[src/adc_cfg.svh]
`ifndef ADC_CFG_SVH
`define ADC_CFG_SVH

// apb byte offsets
`define OFS_CTRL_FIRST 8'h00
`define OFS_RESULT_HIGH 8'h04
`define OFS_RESULT_LOW 8'h08
`define OFS_INT_STATUS 8'h0c
`define OFS_INT_MASK 8'h10

// first control register field positions
`define BIT_START 7
`define BIT_BUSY 6
`define BIT_ENABLE 5
`define BIT_FORMAT 4
`define BIT_GAIN_LOW 3
`define BIT_CHAN_HI 2
`define BIT_CHAN_LO 0

// interrupt status and mask field positions
`define BIT_INT_DONE 0
`define BIT_INT_ABORT 1
`define INT_W 2

// reset values
`define RST_CTRL_FIRST 8'h00
`define RST_INT_MASK 2'h0
`define RST_RESULT 10'h000

// widths
`define RESULT_W 10
`define CHAN_W 3
`define INPUTS_N 4

`endif

[src/adc_pkg.sv]
`default_nettype none
package adc_pkg;

    // sequencer states, gray coded along idle-armed-busy-done
    typedef enum logic [1:0] {
        SEQ_IDLE = 2'b00,
        SEQ_ARMED = 2'b01,
        SEQ_BUSY = 2'b11,
        SEQ_DONE = 2'b10
    } seq_state_t;

    // level driven out of the gain stage reference
    typedef enum logic [1:0] {
        REF_1V6 = 2'b00,
        REF_3V0 = 2'b01,
        REF_4V0 = 2'b10
    } ref_level_t;

endpackage
`default_nettype wire

[src/adc_control_register_zero.sv]
// How it works
// - Writing the start bit high and then low while the converter is enabled launches one conversion and raises the busy flag.
// - The busy flag falls back to zero as soon as the running conversion has finished.
// - The busy flag is bit 6, reads one during a conversion, and ignores software writes.
// - With format zero the high byte holds result bits 9..2 and the low byte bits 1..0.
// - With format one the high byte holds result bits 9..8 and the low byte bits 7..0.
// - The gain code takes its low bit from bit 3 here and its high bit from the second register.
// - Gain code 00 gives 1.6V, 01 gives 3.0V, 10 gives 4.0V and 11 gives 1.6V again.
// - Channel codes 000 to 011 route analog inputs zero to three to the converter.
// - Channel codes 100 to 111 connect no input, leaving the converter input floating.
// - While the converter is disabled both result bytes keep their contents.
// - Result byte bits unused by the selected format always read as zero.
// - Each finished conversion raises the completion request and, when unmasked, the interrupt line.
`timescale 1ns/100ps
`default_nettype none
`include "adc_cfg.svh"

module adc_control_register_zero
(
    // clock and reset
    input wire logic clk,
    input wire logic arst_n,
    // apb slave
    input wire logic psel,
    input wire logic penable,
    input wire logic pwrite,
    input wire logic [7:0] paddr,
    input wire logic [31:0] pwdata,
    input wire logic [3:0] pstrb,
    output logic [31:0] prdata,
    output logic pready,
    output logic pslverr,
    // high gain bit held in the second control register
    input wire logic gain_select_high,
    // converter core
    output logic conv_power_en,
    output logic conv_start,
    input wire logic conv_done,
    input wire logic [`RESULT_W-1:0] conv_data,
    // analog routing
    output logic [`INPUTS_N-1:0] channel_connect,
    output logic input_floating,
    output adc_pkg::ref_level_t gain_stage_reference_level,
    // completion and interrupt
    output logic conv_request,
    output logic irq
);

    // first control register fields
    logic start_q;
    logic converter_enable_q;
    logic result_format_select_q;
    logic gain_select_low_q;
    logic [`CHAN_W-1:0] external_channel_select_q;

    // interrupt registers
    logic [`INT_W-1:0] int_status_q;
    logic [`INT_W-1:0] int_status_d;
    logic [`INT_W-1:0] int_mask_q;
    logic [`INT_W-1:0] int_mask_d;
    logic [`INT_W-1:0] int_events;
    logic irq_q;

    // bus bookkeeping
    logic [31:0] rdata_q;
    logic [31:0] rdata_d;
    logic err_q;
    logic err_d;
    logic setup_phase;
    logic wr_access;
    logic wr_byte0;

    // write strobes, one for each writable address
    logic ctrl_wr;
    logic status_wr;
    logic mask_wr;

    // sequencer outputs
    logic conversion_busy_flag;
    logic done_evt;
    logic abort_evt;
    logic [`RESULT_W-1:0] result;

    // formatted result bytes
    logic [7:0] result_high_byte;
    logic [7:0] result_low_byte;
    logic [7:0] ctrl_read;

    // gain code and routing
    logic [1:0] gain_code;
    adc_pkg::ref_level_t ref_level_d;
    adc_pkg::ref_level_t ref_level_q;
    logic [`INPUTS_N-1:0] channel_d;
    logic [`INPUTS_N-1:0] channel_q;
    logic floating_q;

    // apb phases; all data lives in byte lane 0, so writes need pstrb[0]
    assign setup_phase = psel && !penable;
    assign wr_access = psel && penable && pwrite;
    assign wr_byte0 = wr_access && pstrb[0] && !err_q;

    // address decode of the writes, shared by every register below
    assign ctrl_wr = wr_byte0 && (paddr == `OFS_CTRL_FIRST);
    assign status_wr = wr_byte0 && (paddr == `OFS_INT_STATUS);
    assign mask_wr = wr_byte0 && (paddr == `OFS_INT_MASK);

    // start bit is a plain stored level; the sequencer watches its high-low walk
    always_ff @(posedge clk or negedge arst_n)
    begin
        if (!arst_n)
            start_q <= 1'(`RST_CTRL_FIRST >> `BIT_START);
        else if (ctrl_wr)
            start_q <= pwdata[`BIT_START];
    end

    // converter enable, off after reset so the analog part draws no current
    always_ff @(posedge clk or negedge arst_n)
    begin
        if (!arst_n)
            converter_enable_q <= 1'b0;
        else if (ctrl_wr)
            converter_enable_q <= pwdata[`BIT_ENABLE];
    end

    // data format select
    always_ff @(posedge clk or negedge arst_n)
    begin
        if (!arst_n)
            result_format_select_q <= 1'b0;
        else if (ctrl_wr)
            result_format_select_q <= pwdata[`BIT_FORMAT];
    end

    // low half of the gain code
    always_ff @(posedge clk or negedge arst_n)
    begin
        if (!arst_n)
            gain_select_low_q <= 1'b0;
        else if (ctrl_wr)
            gain_select_low_q <= pwdata[`BIT_GAIN_LOW];
    end

    // external channel select; bit 6 of the write is dropped, busy is not writable
    always_ff @(posedge clk or negedge arst_n)
    begin
        if (!arst_n)
            external_channel_select_q <= `CHAN_W'(`RST_CTRL_FIRST);
        else if (ctrl_wr)
            external_channel_select_q <= pwdata[`BIT_CHAN_HI:`BIT_CHAN_LO];
    end

    // conversion sequencing and result capture
    conv_seq #(
        .RES_W(`RESULT_W)
    ) u_seq (
        .clk(clk),
        .arst_n(arst_n),
        .start_bit(start_q),
        .enable(converter_enable_q),
        .conv_done(conv_done),
        .conv_data(conv_data),
        .conv_start(conv_start),
        .busy(conversion_busy_flag),
        .done_evt(done_evt),
        .abort_evt(abort_evt),
        .result_q(result)
    );

    assign conv_power_en = converter_enable_q;

    // result byte layout; unused positions are forced to zero
    always_comb
    begin
        if (result_format_select_q)
        begin
            result_high_byte = {6'h00, result[9:8]};
            result_low_byte = result[7:0];
        end
        else
        begin
            result_high_byte = result[9:2];
            result_low_byte = {result[1:0], 6'h00};
        end
    end

    // control register as software sees it, live busy flag in bit 6
    always_comb
    begin
        ctrl_read = 8'h00;
        ctrl_read[`BIT_START] = start_q;
        ctrl_read[`BIT_BUSY] = conversion_busy_flag;
        ctrl_read[`BIT_ENABLE] = converter_enable_q;
        ctrl_read[`BIT_FORMAT] = result_format_select_q;
        ctrl_read[`BIT_GAIN_LOW] = gain_select_low_q;
        ctrl_read[`BIT_CHAN_HI:`BIT_CHAN_LO] = external_channel_select_q;
    end

    // gain code decode; the top code aliases the lowest level
    assign gain_code = {gain_select_high, gain_select_low_q};
    always_comb
    begin
        case (gain_code)
            2'h0: ref_level_d = adc_pkg::REF_1V6;
            2'h1: ref_level_d = adc_pkg::REF_3V0;
            2'h2: ref_level_d = adc_pkg::REF_4V0;
            2'h3: ref_level_d = adc_pkg::REF_1V6;
            default: ref_level_d = adc_pkg::REF_1V6;
        endcase
    end

    // channel decode; codes beyond the last input connect nothing
    always_comb
    begin
        channel_d = `INPUTS_N'(0);
        case (external_channel_select_q)
            3'h0: channel_d = 4'h1;
            3'h1: channel_d = 4'h2;
            3'h2: channel_d = 4'h4;
            3'h3: channel_d = 4'h8;
            default: channel_d = `INPUTS_N'(0);
        endcase
    end

    // routing and reference outputs from flops, so switches see no decode glitches
    always_ff @(posedge clk or negedge arst_n)
    begin
        if (!arst_n)
        begin
            ref_level_q <= adc_pkg::REF_1V6;
            channel_q <= 4'h1;
            floating_q <= 1'b0;
        end
        else
        begin
            ref_level_q <= ref_level_d;
            channel_q <= channel_d;
            floating_q <= (channel_d == `INPUTS_N'(0));
        end
    end

    assign gain_stage_reference_level = ref_level_q;
    assign channel_connect = channel_q;
    assign input_floating = floating_q;

    // sticky interrupt events
    always_comb
    begin
        int_events = `INT_W'(0);
        int_events[`BIT_INT_DONE] = done_evt;
        int_events[`BIT_INT_ABORT] = abort_evt;
    end

    // write one to clear; an event in the same cycle wins over the clear
    always_comb
    begin
        int_status_d = int_status_q;
        if (status_wr)
            int_status_d = int_status_q & ~pwdata[`INT_W-1:0];
        int_status_d = int_status_d | int_events;
    end

    always_ff @(posedge clk or negedge arst_n)
    begin
        if (!arst_n)
            int_status_q <= `INT_W'(0);
        else
            int_status_q <= int_status_d;
    end

    // interrupt mask, one bit per status bit
    always_comb
    begin
        int_mask_d = int_mask_q;
        if (mask_wr)
            int_mask_d = pwdata[`INT_W-1:0];
    end

    always_ff @(posedge clk or negedge arst_n)
    begin
        if (!arst_n)
            int_mask_q <= `RST_INT_MASK;
        else
            int_mask_q <= int_mask_d;
    end

    // interrupt line from a flop fed by next status and mask: it moves on the same edge
    // as the status bit, yet a decode glitch can never reach the interrupt controller
    always_ff @(posedge clk or negedge arst_n)
    begin
        if (!arst_n)
            irq_q <= 1'b0;
        else
            irq_q <= |(int_status_d & int_mask_d);
    end

    // level interrupt and the completion pulse for the interrupt controller
    assign irq = irq_q;
    assign conv_request = done_evt;

    // read mux and error decode, evaluated in the setup cycle
    always_comb
    begin
        rdata_d = 32'h0000_0000;
        err_d = 1'b0;
        case (paddr)
            `OFS_CTRL_FIRST:
                rdata_d[7:0] = ctrl_read;
            `OFS_RESULT_HIGH:
            begin
                rdata_d[7:0] = result_high_byte;
                err_d = pwrite; // result bytes are read only
            end
            `OFS_RESULT_LOW:
            begin
                rdata_d[7:0] = result_low_byte;
                err_d = pwrite;
            end
            `OFS_INT_STATUS:
                rdata_d[`INT_W-1:0] = int_status_q;
            `OFS_INT_MASK:
                rdata_d[`INT_W-1:0] = int_mask_q;
            default:
                err_d = 1'b1;
        endcase
    end

    // read data and error are captured at setup so the access phase shows stable flops;
    // the trade is that a read reflects state one cycle before the access edge
    always_ff @(posedge clk or negedge arst_n)
    begin
        if (!arst_n)
        begin
            rdata_q <= 32'h0000_0000;
            err_q <= 1'b0;
        end
        else if (setup_phase)
        begin
            rdata_q <= pwrite ? 32'h0000_0000 : rdata_d;
            err_q <= err_d;
        end
    end

    // every access completes in its first access cycle
    assign pready = psel && penable;
    assign pslverr = psel && penable && err_q;
    assign prdata = rdata_q;

endmodule
`default_nettype wire

[src/conv_seq.sv]
`timescale 1ns/100ps
`default_nettype none
`include "adc_cfg.svh"

module conv_seq
#(
    parameter int RES_W = `RESULT_W
)
(
    // clock and reset
    input wire logic clk,
    input wire logic arst_n,
    // control from the register file
    input wire logic start_bit,
    input wire logic enable,
    // converter handshake
    input wire logic conv_done,
    input wire logic [RES_W-1:0] conv_data,
    output logic conv_start,
    // status back to the register file
    output logic busy,
    output logic done_evt,
    output logic abort_evt,
    output logic [RES_W-1:0] result_q
);

    adc_pkg::seq_state_t state_q;
    adc_pkg::seq_state_t state_d;
    logic start_q;
    logic abort_q;

    // next state: start level high then low launches a conversion
    always_comb
    begin
        state_d = state_q;
        case (state_q)
            adc_pkg::SEQ_IDLE:
            begin
                if (enable && start_bit)
                    state_d = adc_pkg::SEQ_ARMED;
            end
            adc_pkg::SEQ_ARMED:
            begin
                if (!enable)
                    state_d = adc_pkg::SEQ_IDLE;
                else if (!start_bit)
                    state_d = adc_pkg::SEQ_BUSY;
            end
            adc_pkg::SEQ_BUSY:
            begin
                if (!enable)
                    state_d = adc_pkg::SEQ_IDLE;
                else if (conv_done)
                    state_d = adc_pkg::SEQ_DONE;
            end
            adc_pkg::SEQ_DONE:
                state_d = adc_pkg::SEQ_IDLE;
            default:
                state_d = adc_pkg::SEQ_IDLE;
        endcase
    end

    // state register
    always_ff @(posedge clk or negedge arst_n)
    begin
        if (!arst_n)
            state_q <= adc_pkg::SEQ_IDLE;
        else
            state_q <= state_d;
    end

    // one-cycle start pulse on entry to busy
    always_ff @(posedge clk or negedge arst_n)
    begin
        if (!arst_n)
            start_q <= 1'b0;
        else
            start_q <= (state_q == adc_pkg::SEQ_ARMED) && (state_d == adc_pkg::SEQ_BUSY);
    end

    // abort pulse when power is pulled mid-conversion
    always_ff @(posedge clk or negedge arst_n)
    begin
        if (!arst_n)
            abort_q <= 1'b0;
        else
            abort_q <= (state_q == adc_pkg::SEQ_BUSY) && !enable;
    end

    // result is only taken while enabled, so a disabled converter leaves it alone
    always_ff @(posedge clk or negedge arst_n)
    begin
        if (!arst_n)
            result_q <= RES_W'(`RST_RESULT);
        else if (state_q == adc_pkg::SEQ_BUSY && enable && conv_done)
            result_q <= conv_data;
    end

    assign conv_start = start_q;
    assign busy = (state_q == adc_pkg::SEQ_BUSY);
    assign done_evt = (state_q == adc_pkg::SEQ_DONE);
    assign abort_evt = abort_q;

endmodule
`default_nettype wire
[config.mk]
export PLATFORM = sky130hd
export DESIGN_NAME = adc_control_register_zero
export DESIGN_NICKNAME = d
export VERILOG_FILES = /design/src/adc_pkg.sv /design/src/adc_control_register_zero.sv /design/src/conv_seq.sv
export VERILOG_INCLUDE_DIRS = /design/src
export SDC_FILE = /design/constraint.sdc
export NUM_CORES = 1
export LEC_CHECK = 0
export BUFFER_PORTS_ARGS = -buffer_cell sky130_fd_sc_hd__buf_2
export CORE_UTILIZATION = 39
export CTS_CLUSTER_DIAMETER = 30
export DETAILED_ROUTE_END_ITERATION = 8
export PLACE_DENSITY = 0.77
export SYNTH_ARGS = -nofsm -noshare
export SYNTH_HDL_FRONTEND = slang
export SYNTH_SLANG_ARGS = --single-unit
[constraint.sdc]
create_clock -name clk -period 1.6 [get_ports clk]
set_input_delay 0.24 -clock clk [delete_from_list [all_inputs] [get_ports clk]]
set_output_delay 0.24 -clock clk [all_outputs]
set_load 0.02 [all_outputs]
==> flow_summary.toml, run 1 <==
[sta]
finalSetupViolCount = 8
hold_viol_final = 0
finalClockSkew_ns = 0.00535
drv_slew = 0
tns_ns = -0.536
hold_slack_ns = 0.100
max_freq_mhz = 599
min_period_ns = 1.67
fin_ws_ns = -0.0699
min_period_over_period_pct = 104
rsz0062_at_grt = "true"

[synthesis]
synth-seq-area-share_pct = 49.3
synth_common_cells = "41 x dfrtp_1, 24 x buf_4, 14 x mux2_2"
yosys_register_bits = 42
ys.warnings.count = 0
synth_top_area_share_pct = 48.0
yosysMostFrequentCell = "dfrtp_1"
synth_area_leader_cell = "dfrtp_1"
synth_edf_count = 0
avgSynthCellArea_sq_um = 11.2
yosys-top-cells-area = "dfrtp_1 48%, buf_4 8.4%, mux2_2 7.4%, mux2_4 4.9%, mux2i_1 2.8%"
synth_flop_cell = "dfrtp_1"
synth_cells = 191
synth_area_sq_um = 2140
ys_types = 39
ys_async_sr_fraction_pct = 100

[clock_tree]
clk_pin_slew_ns = 0.08
root_buffer = "clkbuf_8"
htreeDepth = 2
cts_buffer_depth = 2
numCtsBuffers = 5
clock_sinks = 42
clk_latency_ns = 0.29
tritoncts = "yes"

[global_route]
antenna_found_initial = 0
grt_use_total_pct = 16.7
grt_start_max_net_pins = 36
grt_use_met3_pct = 3.71
grt.busiest_layer = "met2"
grt_pass1_vias = 1606
grt_overflow = 0
grt_use_met2_pct = 29.3
grt_pass1_wl_um = 7640
use_met1_pct = 20.4

[detailed_routing]
post_drt_wl_per_cell_um = 13.8
drtAntennaViolNets = 0
drc = 0
dr.pass1.iters = 4
viasPerCell = 4.87
drt-initial-drc-count = 126
num_vias = 1617
drt-total-wl_um = 4570

[setup_path]
endpoint_kind = "flip-flop"
cp-start-kind = "input pin"
worst_r2r_endpoint = "conv_power_en$_DFFE_PN0P_"
r2r-start = "err_q$_DFFE_PN0P_"
worst_ep_arrival_time_ns = 1.86
critPathKind = "in -> reg"
ff2ff_path_depth = 4
startpoint = "paddr[1]"
path_max_fanout = 3
r2r_slack_ns = -0.07
worstPathRequired_ns = 1.79

[layout]
final_cell_count_no_fill = 332
fin_util_pct = 51.1
final_nets = 322
synthToLayoutAreaGrowth_pct = 24.6
drive_above_1_share_pct = 42.4
fill_cells = 475
stdcell_area_sq_um = 2660
n_antenna_cell = 0

[floorplan]
die_w_um = 76
dieArea_sq_um = 5780
die_h_um = 76
initial_utilization_pct = 41.0
ios = 106
core_area_sq_um = 5200
num_rows = 26

[pwr]
vdd_drop_max_mv = 0.566
power_density_nw_per_um2 = 794
total_power_mw = 2.11
p_leak_nw = 1.39

[min_path]
min_to = "gain_stage_reference_level[0]$_DFF_PN0_"
hold_path.startpoint = "gain_select_high"
worstHoldPathType = "in -> reg"
whs_path_depth = 2

[placement]
port_buffers = 53
dpl_cell_area_sq_um = 2510
pre_cts_ws_ns = -0.496
gp_congestion = 0.855
dp_cells = 322
dp_hpwl_um = 3500

[status]
failed_checks = "setup timing"
status = "finished with violations"

[job]
drv_cap = 0
-- cell families (layout without fill, tap and decap cells) --
group                  after synthesis  count (layout)  share of synthesized area, %
DFF                                 42              42                          49.3
buffers and inverters               34              82                          10.9
AOI/OAI and AO/OA                   33              33                          9.67
and+or+nand+nor                     54              54                          14.9
muxes                               27              27                          15.1
other                                1              24                         0.176
-- critical path, cell delays in order --
cell and delay (ns):
buf_2 0.10, or2_4 0.24, or4_4 0.46, nor3_4 0.28
mux2_4 0.33, a22o_1 0.21
-- what timing repair did --
action | 4_1_cts | 5_1_grt
buffers inserted | 2 | 0
resized for setup | 6 | 1
pin swaps | 4 | 1
hold endpoints to repair | 7 | 0
setup endpoints to repair | 11 | 8
hold buffers | 1 | 0
-- where the power goes --
part,switching [mW],internal [mW],leakage (nW)
Clock,0.360,0.459,0.0579
Sequential,0.00359,1.07,0.579
Combinational,0.141,0.0812,0.757
-- layout by cell type (no fill, tap or decap), types with 3 or more instances in the layout --
cell	instances
o21ai_0	9
nand2_1	11
dfrtp_1	41
mux2_4	9
buf_2	52
o22ai_1	3
nand2b_1	5
nor2b_1	8
nor3_1	4
clkbuf_8	5
mux2_2	12
nor2_1	8
a21oi_1	6
buf_4	17
conb_1	24
mux2i_1	6
a22oi_1	3
-- how the worst max path moves through the flow --
stage,endpoint,slack [ns],cells past startpoint
after detailed placement,result_format_select_q$_DFFE_PN0P_,-0.50,7
final,irq$_DFF_PN0_,-0.07,6
after CTS,external_channel_select_q[1]$_DFFE_PN0P_,-0.11,5
after global routing,irq$_DFF_PN0_,-0.13,5
after global placement,conv_power_en$_DFFE_PN0P_,-0.47,7
after floorplan,conv_power_en$_DFFE_PN0P_,-0.32,7
-- metal layers --
| metal | part of all wire (%) | up-vias |
|---|---|---|
| met5 | 0 | - |
| met4 | 0.85 | 0 |
| met3 | 4.5 | 5 |
| met2 | 51 | 58 |
| met1 | 43 | 787 |
| li1 | - | 767 |
-- state kept, by name (all words and copies together), names as in the netlist, 2 cells and up --
signal,flops
channel_connect,4
external_channel_select_q,3
gain_stage_reference_level,2
int_mask_q,2
int_status_q,2
prdata,8
u_seq.result_q,10
u_seq.state_q,2
-- area by class of cell --
type                            instances  area [sq um]  area share [%]
Timing Repair Buffer                   72           429            16.1
Clock inverter                          3          40.0            1.50
Tap cell                               70          87.6            3.29
Multi-Input combinational cell        138           976            36.7
Sequential cell                        42          1050            39.5
Inverter                                2          7.51           0.282
Clock buffer                            5          68.8            2.59
Note: power is estimated with default switching activity, not from simulation.
==> run 2: changes to the inputs <==
- PLACE_DENSITY: 0.77 -> 0.76
- SYNTH_HIERARCHICAL: default -> 1
==> run 2 against run 1 <==
Net effect:
- the flow still finishes with violations (setup timing)
- sequential share of layout area is 0.82 points lower
- wire length rose by 1.5%
- synthesized cell count is 2.6% lower
- register-to-register slack better by 0.05 ns
- non-clock buffer count increased by 3
- final cell count up 0.30%
- global-route usage fell by 0.36 points
- final area is 2.1% higher
- worst hold slack better by 0.0025 ns
- largest cell class unchanged
- largest power group unchanged
==> flow_summary.toml, run 2 <==
[status]
status = "finished with violations"
failed_checks = "setup timing"

[floorplan]
num_rows = 27
dieArea_sq_um = 5980
initial_utilization_pct = 40.4
core_area_sq_um = 5470
ios = 106
die_h_um = 77.3
die_w_um = 77.3

[job]
drv_cap = 0

[layout]
registers.top_by_ff_count = "u_seq/result_q"
final_nets = 321
fill_cells = 505
drive_above_1_share_pct = 43.7
synthToLayoutAreaGrowth_pct = 22.9
largest_reg_flops = 10
final_cell_count_no_fill = 333
n_antenna_cell = 0
final_common_cell = "buf_2"
stdcell_area_sq_um = 2720
mostFrequentLayoutCells = "53 x buf_2, 41 x dfrtp_1, 24 x conb_1"

[detailed_routing]
viasPerCell = 4.91
drt-initial-drc-count = 74
drc = 0
num_vias = 1635
drtAntennaViolNets = 0
post_drt_wl_per_cell_um = 13.9
dr.pass1.iters = 4
drt-total-wl_um = 4640

[pwr]
power_frac_comb_pct = 11.3
swShare_pct = 24.4
p_switching_uw = 481
seq_power_share_pct = 53.9
vdd_drop_max_mv = 0.382
power.internal_mw = 1.49
power_density_nw_per_um2 = 725
p_leak_nw = 1.45
total_power_mw = 1.97
pwr-share-clk_pct = 34.8

[setup_path]
endpoint_kind = "flip-flop"
r2r_slack_ns = -0.02
worstPathRequired_ns = 1.78
cp-start-kind = "flip-flop"
critPathKind = "reg -> reg"
worst_ep_arrival_time_ns = 1.80
path_max_fanout = 2

[synthesis]
synth_top_area_share_pct = 46.4
yosys_register_bits = 42
synth_cells = 186
yosys-top-cells-area = "dfrtp_1 46%, mux2_2 10%, buf_4 8.1%, mux2i_1 2.7%, nor4_4 1.9%"
synth_area_leader_cell = "dfrtp_1"
yosysMostFrequentCell = "dfrtp_1"
synth_flop_cell = "dfrtp_1"
avgSynthCellArea_sq_um = 11.9
ys.warnings.count = 6
ys_types = 47
synth_common_cells = "41 x dfrtp_1, 24 x buf_4, 20 x mux2_2"
synth_edf_count = 0
synth-seq-area-share_pct = 47.6
synth_area_sq_um = 2210
ys_async_sr_fraction_pct = 100

[clock_tree]
root_buffer = "clkbuf_8"
cts_buffer_depth = 2
tritoncts = "yes"
numCtsBuffers = 5
htreeDepth = 2
clk_pin_slew_ns = 0.07
clk_latency_ns = 0.29
cts_setup_buffers = 0
clock_sinks = 42

[sta]
hold_viol_final = 0
min_period_over_period_pct = 101
finalClockSkew_ns = 0.00353
hold_slack_ns = 0.103
min_period_ns = 1.62
finalSetupViolCount = 1
rsz0062_at_grt = "true"
max-slew-margin-rel_pct = 63.7
max_freq_mhz = 616
drv_slew = 0
worst_slew_pin_slew_ns = 0.530
tns_ns = -0.0228
fin_ws_ns = -0.0228

[placement]
gp_congestion = 0.871
dp_cells = 324
dpl_cell_area_sq_um = 2620
dp_hpwl_um = 3540
port_buffers = 53

[global_route]
grt_pass1_vias = 1558
grt_use_total_pct = 16.3
grt_start_max_net_pins = 24
grt_pass1_wl_um = 7560
grt_overflow = 0
antenna_found_initial = 0

[min_path]
worstHoldPathType = "in -> reg"
## run 2: repair_timing
| item | 4_1_cts | 5_1_grt |
|---|---|---|
| endpoints found under the setup margin | 1 | 1 |
| gates resized for setup | 0 | 0 |
| hold endpoints to repair | 18 | 0 |
| pin swaps | 2 | 0 |
| hold buffers | 1 | 0 |
## run 2: metrics by stage
step / setup slack, ns / utilization (%)
after global routing: -0.0932 / 49.7
final: -0.0228 / 49.7
after detailed placement: -0.144 / 47.8
after floorplan: -0.00225 / -
after global placement: -0.117 / 47.8
after CTS: -0.0448 / 49.7
## run 2: worst paths after layout
check,to,from,depth (start not counted)
max,irq$_DFF_PN0_,err_q$_DFFE_PN0P_,4
min,gain_stage_reference_level[0]$_DFF_PN0_,gain_select_high,2
max reg2reg,irq$_DFF_PN0_,err_q$_DFFE_PN0P_,4
min reg2reg,int_status_q[1]$_DFF_PN0_,u_seq/abort_evt$_DFF_PN0_,1
max in group asynchronous,u_seq/result_q[9]$_DFFE_PN0P_,arst_n,3
min in group asynchronous,channel_connect[1]$_DFF_PN0_,arst_n,2
## run 2: area by class of cell
class | instances | area (sq um) | area share, %
Sequential cell | 42 | 1050 | 38.7
Multi-Input combinational cell | 134 | 1030 | 37.9
Timing Repair Buffer | 75 | 445 | 16.4
Tap cell | 72 | 90.1 | 3.31
Clock buffer | 7 | 86.3 | 3.18
Inverter | 2 | 7.51 | 0.276
Clock inverter | 1 | 5.00 | 0.184
## run 2: logic make-up after synthesis
logic type	synth area share (%)
buffers and inverters	10.2
AOI/OAI and AO/OA	9.28
muxes	13.4
and+or+nand+nor	19.4
other	0.170
DFF	47.6
## run 2: power groups by stage
stage               clock network [mW]  registers, mW  logic (mW)
floorplan                            0           1.09       0.152
global placement                     0           1.08       0.218
detailed placement                   0           1.08       0.221
CTS                              0.710           1.06       0.223
global route                     0.753           1.06       0.244
finish                           0.685           1.06       0.223
## run 2: metal layers
metal  vias up  global-route usage, %  routed length, um
met5         -                      0                  0
met4         0                   3.96                 30
met3         4                   4.29                314
met2        72                   26.0               2160
met1       774                   22.0               2130
li1        785                      -                  -
## run 2: worst max-delay path, cell delays in order, from the launching register on
cell and delay [ns]:
dfrtp_1 0.38, nand4b_1 0.22, nor4_4 0.35, mux2_4 0.34
a22o_1 0.22
